`src/asio_pkg.sv`:
```
package asio_pkg;

  // ********************************
  // Register map and field layout
  // ********************************
  localparam int ASIO_AW = 3;
  localparam logic [2:0] ASIO_OFS_PIN_LEVEL = 3'h0;
  localparam logic [2:0] ASIO_OFS_OUT_LATCH = 3'h1;
  localparam logic [2:0] ASIO_OFS_PIN_DIR = 3'h2;
  localparam logic [2:0] ASIO_OFS_ANA_CFG = 3'h3;
  localparam logic [2:0] ASIO_OFS_CMP_CTL = 3'h4;
  localparam logic [2:0] ASIO_OFS_VREF_CTL = 3'h5;

  localparam logic [7:0] ASIO_PORT_MASK = 8'hfe;
  localparam logic [7:0] ASIO_ANA_CFG_MASK = 8'h3f;
  localparam logic [7:0] ASIO_CMP_WR_MASK = 8'h3f;
  localparam logic [7:0] ASIO_CMP_IN_PINS = 8'h78;

  localparam logic [7:0] ASIO_LAT_RST = 8'h00;
  localparam logic [7:0] ASIO_DIR_RST = 8'hfe;
  localparam logic [7:0] ASIO_ANA_CFG_RST = 8'h00;
  localparam logic [7:0] ASIO_CMP_RST = 8'h00;
  localparam logic [7:0] ASIO_VREF_RST = 8'h00;
  localparam logic [7:0] ASIO_ANALOG_RST = 8'hfe;
  localparam logic [7:0] ASIO_OE_N_RST = 8'hff;

  localparam logic [2:0] ASIO_CMP_MODE_OFF = 3'h7;
  localparam logic [2:0] ASIO_CMP_MODE_OUTS = 3'h3;
  localparam logic [3:0] ASIO_ALL_DIGITAL = 4'hf;

  localparam int ASIO_CMP2_RES_BIT = 7;
  localparam int ASIO_CMP1_RES_BIT = 6;
  localparam int ASIO_CMP2_INV_BIT = 5;
  localparam int ASIO_CMP1_INV_BIT = 4;
  localparam int ASIO_VREF_EN_BIT = 7;
  localparam int ASIO_VREF_OE_BIT = 6;
  localparam int ASIO_VREF_PIN = 5;
  localparam int ASIO_SS_PIN = 7;
  localparam int ASIO_CMP2_OUT_PIN = 1;
  localparam int ASIO_CMP1_OUT_PIN = 2;

  // Converter channel carried by each port pin
  function automatic logic [3:0] asio_chan_of_pin(input int unsigned pin);
    logic [3:0] ch;
    ch = 4'h0;
    unique case (pin)
      7: ch = 4'h5;
      1, 2, 3, 4, 5, 6: ch = 4'(pin + 5);
      default: ch = 4'h0;
    endcase
    return ch;
  endfunction

  // A larger select value turns more channels digital
  function automatic logic [7:0] asio_analog_mask(input logic [3:0] sel);
    logic [7:0] m;
    m = 8'h00;
    for (int p = 1; p < 8; p++) begin
      m[p] = asio_chan_of_pin(p) < (ASIO_ALL_DIGITAL - sel);
    end
    return m;
  endfunction

endpackage

```
`src/asio_ctrl_if.sv`:
```
`timescale 1ns/1ps
`default_nettype none
interface asio_ctrl_if;
  logic [7:0] lat;
  logic [7:0] dir;
  logic [7:0] ana_cfg;
  logic [7:0] cmp_ctl;
  logic [7:0] vref_ctl;
  logic cmp1_raw;
  logic cmp2_raw;
  logic [7:0] pin_in;
  logic [7:0] analog;
  logic cmp_on;
  logic cmp_outs;
  logic vref_pin;
  logic cmp1_res;
  logic cmp2_res;
  logic [7:0] pin_level;
  logic [7:0] pin_out;
  logic [7:0] pin_oe_n;
  logic ss_n;
  modport top (output lat, dir, ana_cfg, cmp_ctl, vref_ctl, cmp1_raw,
    cmp2_raw, pin_in, input analog, cmp_on, cmp_outs, vref_pin, cmp1_res,
    cmp2_res, pin_level, pin_out, pin_oe_n, ss_n);
  modport cfg (input ana_cfg, cmp_ctl, vref_ctl, cmp1_raw, cmp2_raw,
    output analog, cmp_on, cmp_outs, vref_pin, cmp1_res, cmp2_res);
  modport mux (input lat, dir, pin_in, analog, cmp_on, cmp_outs, vref_pin,
    cmp1_res, cmp2_res, output pin_level, pin_out, pin_oe_n, ss_n);
endinterface
`default_nettype wire

```
`src/asio_cfg_decode.sv`:
```
`timescale 1ns/1ps
`default_nettype none
module asio_cfg_decode (
  asio_ctrl_if.cfg c
);

  // ********************************
  // Configuration decode
  // ********************************
  always_comb begin
    c.analog = asio_pkg::asio_analog_mask(c.ana_cfg[3:0]);
    c.cmp_on = c.cmp_ctl[2:0] != asio_pkg::ASIO_CMP_MODE_OFF;
    c.cmp_outs = c.cmp_ctl[2:0] == asio_pkg::ASIO_CMP_MODE_OUTS;
    c.vref_pin = c.vref_ctl[asio_pkg::ASIO_VREF_EN_BIT] &
      c.vref_ctl[asio_pkg::ASIO_VREF_OE_BIT];
    // Results read as zero while the comparators are off
    c.cmp1_res = c.cmp_on &
      (c.cmp1_raw ^ c.cmp_ctl[asio_pkg::ASIO_CMP1_INV_BIT]);
    c.cmp2_res = c.cmp_on &
      (c.cmp2_raw ^ c.cmp_ctl[asio_pkg::ASIO_CMP2_INV_BIT]);
  end

endmodule
`default_nettype wire

```
`src/asio_pin_mux.sv`:
```
`timescale 1ns/1ps
`default_nettype none
module asio_pin_mux (
  asio_ctrl_if.mux m
);

  // ********************************
  // Per-pin steering
  // ********************************
  always_comb begin
    logic in_en;
    logic vref_here;
    in_en = 1'b0;
    vref_here = 1'b0;
    m.pin_level = 8'h00;
    m.pin_out = 8'h00;
    m.pin_oe_n = 8'hff;
    for (int p = 1; p < 8; p++) begin
      vref_here = m.vref_pin && (p == asio_pkg::ASIO_VREF_PIN);
      in_en = !m.analog[p] && !vref_here &&
        !(m.cmp_on && asio_pkg::ASIO_CMP_IN_PINS[p]);
      m.pin_level[p] = in_en & m.pin_in[p];
      m.pin_oe_n[p] = m.dir[p] | vref_here;
      if (m.cmp_outs && p == asio_pkg::ASIO_CMP2_OUT_PIN) begin
        m.pin_out[p] = m.cmp2_res;
      end else if (m.cmp_outs && p == asio_pkg::ASIO_CMP1_OUT_PIN) begin
        m.pin_out[p] = m.cmp1_res;
      end else begin
        // Analog selection never gates the output driver
        m.pin_out[p] = m.lat[p] & !vref_here;
      end
    end
    // Slave select idles inactive unless pin 7 is a digital input
    m.ss_n = (m.dir[asio_pkg::ASIO_SS_PIN] &&
      !m.analog[asio_pkg::ASIO_SS_PIN]) ?
      m.pin_in[asio_pkg::ASIO_SS_PIN] : 1'b1;
  end

endmodule
`default_nettype wire

```
`src/asio_port.sv`:
```
// The implementer's own choices: the register addresses and strobed register access.
`timescale 1ns/1ps
`default_nettype none
// Contract
// - Seven pins 1..7, bit 0 absent
// - Direction bit per pin, 0 output
// - Output latch drives pin despite analog
// - Input reads pin, analog disables input
// - Reset makes pins 6..1 analog, read zero
// - Pins 1..6 serve comparator functions
// - 07h stops comparators, 0Fh all digital
// - Comparator outputs override latch on 1,2
// - Reference output on pin 5 isolates it
// - Pins 1,2,7 map channels 6,7,5
// - Pins 3..6 channels 8..11, comparator inputs
// - Pin 7 input feeds slave select
// - Unimplemented bits ignore writes, read zero
module asio_port (
  input wire logic clk,
  input wire logic reset,
  input wire logic [asio_pkg::ASIO_AW-1:0] reg_addr,
  input wire logic [7:0] reg_wdata,
  input wire logic reg_wr,
  input wire logic reg_rd,
  output logic [7:0] reg_rdata,
  input wire logic [7:0] pin_in,
  output logic [7:0] pin_out,
  output logic [7:0] pin_oe_n,
  input wire logic cmp1_raw,
  input wire logic cmp2_raw,
  output logic [7:0] analog_pin_mask,
  output logic comparators_on,
  output logic reference_voltage_output,
  output logic [7:0] vref_settings,
  output logic slave_select_n
);

  // ********************************
  // Registers
  // ********************************
  logic [7:0] lat_ff;
  logic [7:0] dir_ff;
  logic [7:0] ana_cfg_ff;
  logic [7:0] cmp_ctl_ff;
  logic [7:0] vref_ff;
  logic [7:0] rdata_ff;
  logic [7:0] nxt_rdata;
  logic [7:0] pin_out_ff;
  logic [7:0] pin_oe_n_ff;
  logic [7:0] analog_ff;
  logic cmp_on_ff;
  logic vref_pin_ff;
  logic ss_n_ff;
  logic wr_lat;

  asio_ctrl_if cif ();

  assign cif.lat = lat_ff;
  assign cif.dir = dir_ff;
  assign cif.ana_cfg = ana_cfg_ff;
  assign cif.cmp_ctl = cmp_ctl_ff;
  assign cif.vref_ctl = vref_ff;
  assign cif.cmp1_raw = cmp1_raw;
  assign cif.cmp2_raw = cmp2_raw;
  assign cif.pin_in = pin_in;

  asio_cfg_decode u_cfg (
    .c(cif.cfg)
  );

  asio_pin_mux u_mux (
    .m(cif.mux)
  );

  // Writing either data register lands in the latch
  assign wr_lat = reg_wr && (reg_addr == asio_pkg::ASIO_OFS_PIN_LEVEL ||
    reg_addr == asio_pkg::ASIO_OFS_OUT_LATCH);

  always_ff @(posedge clk) begin
    if (reset) begin
      lat_ff <= asio_pkg::ASIO_LAT_RST;
    end else if (wr_lat) begin
      lat_ff <= reg_wdata & asio_pkg::ASIO_PORT_MASK;
    end
  end

  always_ff @(posedge clk) begin
    if (reset) begin
      dir_ff <= asio_pkg::ASIO_DIR_RST;
    end else if (reg_wr && reg_addr == asio_pkg::ASIO_OFS_PIN_DIR) begin
      dir_ff <= reg_wdata & asio_pkg::ASIO_PORT_MASK;
    end
  end

  always_ff @(posedge clk) begin
    if (reset) begin
      ana_cfg_ff <= asio_pkg::ASIO_ANA_CFG_RST;
    end else if (reg_wr && reg_addr == asio_pkg::ASIO_OFS_ANA_CFG) begin
      ana_cfg_ff <= reg_wdata & asio_pkg::ASIO_ANA_CFG_MASK;
    end
  end

  // Result bits are live status, so writes there are dropped
  always_ff @(posedge clk) begin
    if (reset) begin
      cmp_ctl_ff <= asio_pkg::ASIO_CMP_RST;
    end else if (reg_wr && reg_addr == asio_pkg::ASIO_OFS_CMP_CTL) begin
      cmp_ctl_ff <= reg_wdata & asio_pkg::ASIO_CMP_WR_MASK;
    end
  end

  always_ff @(posedge clk) begin
    if (reset) begin
      vref_ff <= asio_pkg::ASIO_VREF_RST;
    end else if (reg_wr && reg_addr == asio_pkg::ASIO_OFS_VREF_CTL) begin
      vref_ff <= reg_wdata;
    end
  end

  // ********************************
  // Read path
  // ********************************
  always_comb begin
    nxt_rdata = 8'h00;
    unique case (reg_addr)
      asio_pkg::ASIO_OFS_PIN_LEVEL: nxt_rdata = cif.pin_level;
      asio_pkg::ASIO_OFS_OUT_LATCH: nxt_rdata = lat_ff;
      asio_pkg::ASIO_OFS_PIN_DIR: nxt_rdata = dir_ff;
      asio_pkg::ASIO_OFS_ANA_CFG: nxt_rdata = ana_cfg_ff;
      asio_pkg::ASIO_OFS_CMP_CTL: begin
        nxt_rdata = cmp_ctl_ff;
        nxt_rdata[asio_pkg::ASIO_CMP2_RES_BIT] = cif.cmp2_res;
        nxt_rdata[asio_pkg::ASIO_CMP1_RES_BIT] = cif.cmp1_res;
      end
      asio_pkg::ASIO_OFS_VREF_CTL: nxt_rdata = vref_ff;
      default: nxt_rdata = 8'h00;
    endcase
  end

  // Data stand only in the cycle after the strobe
  always_ff @(posedge clk) begin
    if (reset) begin
      rdata_ff <= 8'h00;
    end else if (reg_rd) begin
      rdata_ff <= nxt_rdata;
    end else begin
      rdata_ff <= 8'h00;
    end
  end

  // ********************************
  // Pin and status outputs
  // ********************************
  // One flop stage on the pins keeps them glitch free
  always_ff @(posedge clk) begin
    if (reset) begin
      pin_out_ff <= 8'h00;
      pin_oe_n_ff <= asio_pkg::ASIO_OE_N_RST;
      ss_n_ff <= 1'b1;
    end else begin
      pin_out_ff <= cif.pin_out;
      pin_oe_n_ff <= cif.pin_oe_n;
      ss_n_ff <= cif.ss_n;
    end
  end

  always_ff @(posedge clk) begin
    if (reset) begin
      analog_ff <= asio_pkg::ASIO_ANALOG_RST;
      cmp_on_ff <= 1'b0;
      vref_pin_ff <= 1'b0;
    end else begin
      analog_ff <= cif.analog;
      cmp_on_ff <= cif.cmp_on;
      vref_pin_ff <= cif.vref_pin;
    end
  end

  assign reg_rdata = rdata_ff;
  assign pin_out = pin_out_ff;
  assign pin_oe_n = pin_oe_n_ff;
  assign analog_pin_mask = analog_ff;
  assign comparators_on = cmp_on_ff;
  assign reference_voltage_output = vref_pin_ff;
  assign vref_settings = vref_ff;
  assign slave_select_n = ss_n_ff;
endmodule
`default_nettype wire

```
`config.mk`:
```
export PLATFORM = sky130hd
export DESIGN_NAME = asio_port
export DESIGN_NICKNAME = d
export VERILOG_FILES = /design/src/asio_pkg.sv /design/src/asio_ctrl_if.sv /design/src/asio_cfg_decode.sv /design/src/asio_pin_mux.sv /design/src/asio_port.sv
export SDC_FILE = /design/constraint.sdc
export NUM_CORES = 1
export LEC_CHECK = 0
export ABC_AREA = 1
export BUFFER_PORTS_ARGS = -buffer_cell sky130_fd_sc_hd__buf_4
export CAP_MARGIN = 20
export CORE_AREA = 2 2 82 84
export CTS_CLUSTER_DIAMETER = 40
export DETAILED_ROUTE_END_ITERATION = 16
export DIE_AREA = 0 0 84 86
export GPL_TIMING_DRIVEN = 0
export PLACE_DENSITY_LB_ADDON = 0.05
export SLEW_MARGIN = 10
export SYNTH_ARGS = -nofsm -noshare
export SYNTH_HDL_FRONTEND = slang
export SYNTH_HIERARCHICAL = 1
export SYNTH_SLANG_ARGS = --single-unit
```
`constraint.sdc`:
```
create_clock -name clk -period 2.83 [get_ports clk]
set_input_delay 0.1415 -clock clk [delete_from_list [all_inputs] [get_ports clk]]
set_output_delay 0.1415 -clock clk [all_outputs]
set_load 0.01 [all_outputs]
```
# ---- After elaboration in Yosys (flattened, before gate mapping)
# Cells that the tools add are included.
dict set report word_totals {
  regBits 69
  inputBits 25
  out_inout_bits 43
}
dict set report op_classes {
  addsub 1
  magnitude_cmp 7
  n_eq_ne 7
  mux 3
  n_bitwise 16
  reduce_logical 24
}
# cell count
set op_table {}
lappend op_table {{$pmux W8 S6} 1}
lappend op_table {{$lt A4 B4 Y1 const A} 4}
lappend op_table {{$lt A3 B4 Y1 const A} 3}
lappend op_table {{$and A1 B1 Y1} 11}
lappend op_table {{$logic_and A1 B1 Y1} 11}
lappend op_table {{$eq A3 B2 Y1 const B} 3}
lappend op_table {{$logic_not A1 Y1} 9}
lappend op_table {{$eq A3 B3 Y1 const B} 2}
lappend op_table {{$reduce_or A2 Y1} 2}
lappend op_table {{$sub A4 B4 Y4 const A} 1}
lappend op_table {{$eq A3 B1 Y1 const B} 1}
lappend op_table {{$logic_not A3 Y1} 1}
lappend op_table {{$ne A3 B3 Y1 const B} 1}
lappend op_table {{$mux W1} 2}
lappend op_table {{$not A1 Y1} 2}
lappend op_table {{$xor A1 B1 Y1} 2}
lappend op_table {{$logic_or A1 B1 Y1} 1}
lappend op_table {{$or A1 B1 Y1} 1}

# ---- Logic depth before layout (Yosys ltp)
# Gate-level depths: netlist of run 1.
dict set report depth {
  word_depth 7
  depth_mapped 10
  mapped_depth_nobuf 10
}

# ---- Cells and area by module
# Netlist of run 1, hierarchy kept.
# module n_inst cells_per_inst area_per_inst_um2 seq_area_each_um2
set modules_own_cells {}
lappend modules_own_cells {asio_port 1 323 2676.3 1381.3}
lappend modules_own_cells {asio_pin_mux 1 46 226.5 0.0}
lappend modules_own_cells {asio_cfg_decode 1 36 148.9 0.0}

# ---- Worst setup path after synthesis of run 1
# OpenSTA, ideal clock, no wires.
dict set report synth_timing {
  path_type {register to register}
  startpoint {reg cmp_ctl_ff[2] (netlist: cif.cmp_ctl[2])}
  endpoint {reg rdata_ff[5] (netlist: reg_rdata[5])}
  t_arrival_ns 1.058
  t_required_ns 2.759
  setup_slack_ns 1.702
  path_stages_with_launch 11
  n_path_buf 0
  period_less_slack_ns 1.128
  path_cell_list {dfxtp_1 -> inv_1 -> nor2_1 -> inv_1 -> inv_2 -> nand2_1 -> nor2_1 -> nand3_1 -> nand2_1 -> nor2_1 -> a21oi_1}
}
dict set report synth_via {
  elab_chain_len 5
}
# element line
set synth_lines {}
lappend synth_lines {{from (decl)} asio_port.sv:44} ;# logic [7:0] cmp_ctl_ff;
lappend synth_lines {{from (signal assigned)} asio_port.sv:106} ;# cmp_ctl_ff <= asio_pkg::ASIO_CMP_RST;
lappend synth_lines {{from (signal assigned)} asio_port.sv:108} ;# cmp_ctl_ff <= reg_wdata & asio_pkg::ASIO_CMP_WR_MASK;
lappend synth_lines {{$ne A3 B3 Y1} asio_cfg_decode.sv:12} ;# c.cmp_on = c.cmp_ctl[2:0] != asio_pkg::ASIO_CMP_MODE_OFF;
lappend synth_lines {{net cif.cmp_on} asio_ctrl_if.sv:13} ;# logic cmp_on;
lappend synth_lines {{$logic_not A1 Y1} asio_pin_mux.sv:21} ;# !(m.cmp_on && asio_pkg::ASIO_CMP_IN_PINS[p]);
lappend synth_lines {{$logic_and A1 B1 Y1} asio_pin_mux.sv:20} ;# in_en = !m.analog[p] && !vref_here &&
lappend synth_lines {{$and A1 B1 Y1} asio_pin_mux.sv:22} ;# m.pin_level[p] = in_en & m.pin_in[p];
lappend synth_lines {{net cif.pin_level[5]} asio_ctrl_if.sv:18} ;# logic [7:0] pin_level;
lappend synth_lines {{$pmux W8 S6} asio_port.sv:125} ;# unique case (reg_addr)
lappend synth_lines {{to (signal assigned)} asio_port.sv:145} ;# rdata_ff <= nxt_rdata;
lappend synth_lines {{to (decl)} asio_port.sv:46} ;# logic [7:0] rdata_ff;
# The timed path passes the listed nets, and every way through them passes these cells.
# A chain may end at the register's enable or synchronous reset.

# ---- Final worst setup path of run 1
dict set report layout_timing {
  startpoint {reg cmp_ctl_ff[1] (netlist: cif.cmp_ctl[1])}
  endpoint {reg rdata_ff[5] (netlist: reg_rdata[5])}
}
# Same word-level chain as after synthesis.

==> impl_metrics.csv, run 1 <==
group,metric,value,unit
status,outcome,"finished clean",
die,die_x,84,um
timing,rsz0062_at_grt,"no",
critical_path,rr_worst_depth,10,
detailed_routing,drc,0,
detailed_routing,drtIter0Drc,165,
finish,design_area,3830,um2
yosys,netlist_area,3050,um2
worst_hold_path,hold_path_depth,3,
die,design.portCount,68,
timing,tns,0,ps
power_and_ir_drop,total_power,0.00204,W
critical_path,crit_path_end_kind,"flop",
clock_network,cts_made_buffers,9,
critical_path,cp_data_required_time,3110,ps
place,hpwl,6070,um
die,die_y,86,um
yosys,synthCells,404,
critical_path,cp_max_fo,4,
timing,timing.final.max_slew_violations,0,
clock_network,cts-root-buf,"clkbuf_8",
critical_path,start_kind,"flop",
detailed_routing,routed_wl,7960,um
power_and_ir_drop,p_per_area,533,nW/um2
critical_path,cpPeakStageDelay,390,ps
clock_network,htreeDepth,3,
clock_network,post_cts_buffers,0,
power_and_ir_drop,p_leak,1.80,nW
detailed_routing,vias,2776,
worst_hold_path,min_path_type,"input port to flop",
critical_path,cp.arrival,1700,ps
clock_network,cts.path.max_buffers,2,
power_and_ir_drop,ir_drop,0.000346,V
clock_network,cts_resized,0,
place,dpl_cell_area,3630,um2
global_route,global_route.usage.total,23.4,%
critical_path,crit_chain,"nand2_1, nor2_1, inv_1, inv_2, nand2_1, nor2_1, nand3_1, nand2_1, nor2_1, a21oi_1",
detailed_routing,dr.pass1.iters,6,
die,rows,29,
finish,drive_gt1_share,29.5,%
global_route,grt_pass1_wl,13200,um
detailed_routing,routed_via_density,4.94,
timing,period_minus_slack,1420,ps
place,gp_congestion,0.914,
place,io_buffer_count,64,
die,dieArea,7220,um2
detailed_routing,avgRoutedWirePerCell,14.2,um
critical_path,slowest_stage,"dfxtp_1",
run,drv_cap,0,
global_route,antenna_found_initial,0,
clock_network,clock_latency,350,ps
timing,hold_ws,45.0,ps
clock_network,cts.reportedPaths.clkPinSlew,80,ps
clock_network,cts_tree,"built",
timing,fin_crit_sh,50.4,%
timing,finalHoldViolations,0,
finish,synthToLayoutAreaGrowth,25.5,%
detailed_routing,final_antenna_net_count,0,
yosys,synth_area_per_cell,7.54,um2
finish,nets,505,
yosys,yosysWarningCount,6,
die,start_util,48.6,%
timing,clock_skew,9.03,ps
finish,antenna_cells,0,
critical_path,critical_path_class,"flop to flop",
global_route,first_global_vias,2739,
die,core,6280,um2
global_route,grt_max_degree,14,
timing,setup_viol,0,
finish,finish.utilization,61.0,%
clock_network,clock_sinks,69,
timing,fmaxAchievable,0.702,GHz
clock_network,cts_hold_buf,0,
global_route,grt_overflow,0,
per-layer routing:
layer / global-route usage [%] / share of wire [%] / up-vias
li1: - / - / 1418
met5: 0 / 0 / -
met4: 9.68 / 2.1 / 0
met1: 29.9 / 45 / 1225
met2: 38.8 / 46 / 117
met3: 4.72 / 6.6 / 16
final cells by class:
type | instances | area, um2
clock buffer | 9 | 124
tap | 77 | 96.3
clock inverter | 7 | 73.8
sequential | 69 | 1380
inverter | 55 | 209
timing repair buffer | 64 | 480
buffer | 34 | 231
multi-input combinational | 247 | 1230
fill | 606 | 2450
sequential cells by signal, summed over array words and instances (netlist names):
| signal | flops |
|---|---|
| ana_cfg_ff | 6 |
| analog_pin_mask | 8 |
| cif.cmp_ctl | 6 |
| cif.dir | 7 |
| cif.lat | 7 |
| comparators_on | 1 |
| pin_oe_n | 8 |
| pin_out | 8 |
| reference_voltage_output | 1 |
| reg_rdata | 8 |
| slave_select_n | 1 |
| vref_settings | 8 |
cells in the final DEF, fill, tap and decap left out, types with 4 or more instances in the layout:
cell       n
a21oi_1   30
clkbuf_1   6
inv_1     51
clkbuf_8   9
buf_4     84
o21ai_0   13
nor2_1    37
nand4_1   19
o21ai_1    6
nand2_1   72
or2_2     16
conb_1     4
buf_2      5
dfxtp_1   69
nand3_1   28
power by group:
part / leakage (nW) / switching [W] / internal [W]
combinational: 1.14 / 0.000117 / 0.0000890
clock: 0.0996 / 0.000407 / 0.000410
sequential: 0.562 / 0.0000212 / 0.000998
worst paths after layout:
path / from / endpoint / slack [ps]
max reg2reg: cif.cmp_ctl[1] / reg_rdata[5] / 1410
max: cif.cmp_ctl[1] / reg_rdata[5] / 1410
min reg2reg: ana_cfg_ff[4] / ana_cfg_ff[4] / 480
min: reg_wdata[7] / vref_settings[7] / 40
per-stage QoR:
step                      std cells  worst slack (ps)
after floorplan                 405              1700
after global placement          546              1460
after detailed placement        546              1470
after CTS                       562              1430
after global routing            562              1260
final                           562              1410
critical path: cells and delay by family (launching register included):
| kind | cells | cell delay [ps] |
|---|---|---|
| buffers and inverters | 2 | 190 |
| DFF | 1 | 390 |
| and+or+nand+nor | 7 | 660 |
| AOI/OAI and AO/OA | 1 | 120 |
Power figures use the tool's default switching activity.
==> run 2: changes to the inputs <==
--- a/config.mk
+++ b/config.mk
@@ -5,13 +5,13 @@
 export SDC_FILE = /design/constraint.sdc
 export NUM_CORES = 1
 export LEC_CHECK = 0
-export ABC_AREA = 1
+export ABC_AREA = 0
 export BUFFER_PORTS_ARGS = -buffer_cell sky130_fd_sc_hd__buf_4
 export CAP_MARGIN = 20
-export CORE_AREA = 2 2 82 84
+export CORE_AREA = 2 2 80 82
 export CTS_CLUSTER_DIAMETER = 40
 export DETAILED_ROUTE_END_ITERATION = 16
-export DIE_AREA = 0 0 84 86
+export DIE_AREA = 0 0 82 84
 export GPL_TIMING_DRIVEN = 0
 export PLACE_DENSITY_LB_ADDON = 0.05
 export SLEW_MARGIN = 10
==> constraint.sdc (replaced) <==
create_clock -name clk -period 1.35 [get_ports clk]
set_input_delay 0.0675 -clock clk [delete_from_list [all_inputs] [get_ports clk]]
set_output_delay 0.0675 -clock clk [all_outputs]
set_load 0.01 [all_outputs]
==> impl_metrics.csv, run 2 <==
group,metric,value,unit
timing,maxSlewHeadroom,63.3,%
timing,tns,-603,ps
status,failed_checks,"setup timing",
yosys,netlist_area,2890,um2
power_and_ir_drop,seq_power_share,50.7,%
finish,multi_input_area,1370,um2
timing,hold_ws,133,ps
place,gp_congestion,0.838,
timing,setup_slack,-200,ps
finish,nets,400,
timing,clock_skew,9.19,ps
clock_network,clock_latency,340,ps
detailed_routing,drtIter0Drc,119,
timing,setup_viol,4,
die,die_x,82,um
clock_network,cts.path.max_buffers,2,
yosys,synth_area_per_cell,10.3,um2
place,dpl_worst_slack,-342,ps
worst_hold_path,hold_start,"reg_rd",
timing,rsz0062_at_grt,"yes",
detailed_routing,met1_length,3210,um
worst_hold_path,min_to,"reg_rdata[3]",
worst_hold_path,min_path_type,"input port to flop",
timing,fin_crit_sh,115,%
power_and_ir_drop,combPwrFrac,10.4,%
detailed_routing,routed_via_density,5.01,
global_route,grt_max_degree,12,
critical_path,crit_chain,"o21a_1, nor2_4, nor4b_2, mux4_2, a22oi_2, nor2_1",
critical_path,cpPeakStageDelay,480,ps
yosys,synthCells,282,
global_route,first_global_vias,2178,
critical_path,cp.arrival,1780,ps
die,rows,29,
run,drv_cap,0,
die,dieArea,6890,um2
clock_network,cts_tree,"built",
die,die_y,84,um
finish,seq_area,1410,um2
global_route,antenna_found_initial,0,
critical_path,cp_max_fo,4,
timing,tightest_slew,550,ps
timing,timing.final.max_slew_violations,0,
finish,antenna_cells,0,
die,start_util,47.5,%
worst_hold_path,hold_path_depth,4,
finish,num-fill-cells,540,
timing,fmaxAchievable,0.645,GHz
power_and_ir_drop,p_leak,1.65,nW
critical_path,slowest_stage,"mux4_2",
detailed_routing,avgRoutedWirePerCell,15.6,um
clock_network,clock_sinks,69,
finish,finish.utilization,64.2,%
clock_network,htreeDepth,3,
critical_path,crit_path_end_kind,"flop",
critical_path,rrSetupSlack,-200,ps
critical_path,critical_path_class,"flop to flop",
finish,synthToLayoutAreaGrowth,35.4,%
place,hpwl,4980,um
critical_path,start_kind,"flop",
finish,layout_commonest_cell,"buf_4",
clock_network,cts.reportedPaths.clkPinSlew,70,ps
power_and_ir_drop,ir_drop,0.000648,V
finish,drive_gt1_share,42.0,%
power_and_ir_drop,switching_share,24.4,%
place,io_buffer_count,64,
die,design.portCount,68,
clock_network,cts_made_buffers,9,
detailed_routing,wl_met3,373,um
yosys,yosysWarningCount,6,
global_route,grt_overflow,0,
power_and_ir_drop,p_per_area,1060,nW/um2
critical_path,rr_worst_depth,6,
critical_path,r2r-end,"reg_rdata[5]",
power_and_ir_drop,p_int,0.00314,W
detailed_routing,routed_wl,7110,um
detailed_routing,dr.pass1.iters,4,
finish,final_cell_mix,"buf_4 (87), dfxtp_1 (62), mux2i_1 (26)",
critical_path,cp_data_required_time,1580,ps
status,outcome,"complete, but fails checks",
global_route,global_route.usage.total,21.8,%
critical_path,r2r_start,"ana_cfg_ff[0]",
power_and_ir_drop,power_switching,0.00101,W
detailed_routing,wl_met2,3430,um
global_route,grt_pass1_wl,11100,um
clock_network,cts-root-buf,"clkbuf_8",
detailed_routing,final_antenna_net_count,0,
timing,finalHoldViolations,0,
detailed_routing,drc,0,
detailed_routing,dr.max_layer_used,"met4",
timing,period_minus_slack,1550,ps
detailed_routing,vias,2284,
die,core,6100,um2
power_and_ir_drop,clkPwrFrac,38.9,%
-- run 2: worst max path at each step --
stage                     cells after the start           from            to
after global placement                        6  ana_cfg_ff[0]  reg_rdata[5]
final                                         6  ana_cfg_ff[0]  reg_rdata[5]
after CTS                                     6  ana_cfg_ff[0]  reg_rdata[5]
after global routing                          6  ana_cfg_ff[0]  reg_rdata[5]
after floorplan                               6  ana_cfg_ff[0]  reg_rdata[5]
after detailed placement                      6  ana_cfg_ff[0]  reg_rdata[5]
-- run 2: power by group through the flow --
stage	sequential [W]	combinational (W)	clock, W
4_1_cts	0.00211	0.000420	0.00163
6_report	0.00211	0.000432	0.00162
3_3_place_gp	0.00216	0.000390	0
3_5_place_dp	0.00216	0.000393	0
2_1_floorplan	0.00217	0.000217	0
5_1_grt	0.00211	0.000470	0.00174
-- run 2: stage by stage --
stage / power [W] / std cells / cell area (um2)
global route: 0.00432 / 456 / 3920
global placement: 0.00255 / 424 / 3470
CTS: 0.00417 / 450 / 3800
detailed placement: 0.00255 / 424 / 3470
finish: 0.00416 / 456 / 3920
floorplan: 0.00238 / 283 / 2900
-- run 2: layout make-up --
type                    instances  area share, %
plain buffers                  31           5.30
clock buffers                  10           3.26
clock inverters                 5           1.34
inverters                       3          0.288
multi-input cells             180           34.9
flip-flops and latches         69           35.9
well taps                      77           2.46
repair buffers                 81           16.5
-- run 2: metal layers --
metal	vias to the layer above	GRT usage, %
met3	9	5.09
met2	67	34.2
met5	-	0
met1	1074	29.0
met4	0	7.73
li1	1134	-
-- run 2: critical path, delay by kind of cell (launching register included) --
kind             cells  cell delay (ps)
multiplexers         1              480
AO/OA/AOI/OAI        2              340
flip-flops           1              360
AND/OR/NAND/NOR      3              270
-- run 2: what timing repair did --
| item | CTS | global route |
|---|---|---|
| hold buffers | 10 | 0 |
| endpoints found under the hold margin | 16 | 0 |
| pin swaps | 0 | 4 |
| setup buffers | 1 | 6 |
| gates resized for setup | 12 | 18 |
| endpoints found under the setup margin | 10 | 8 |
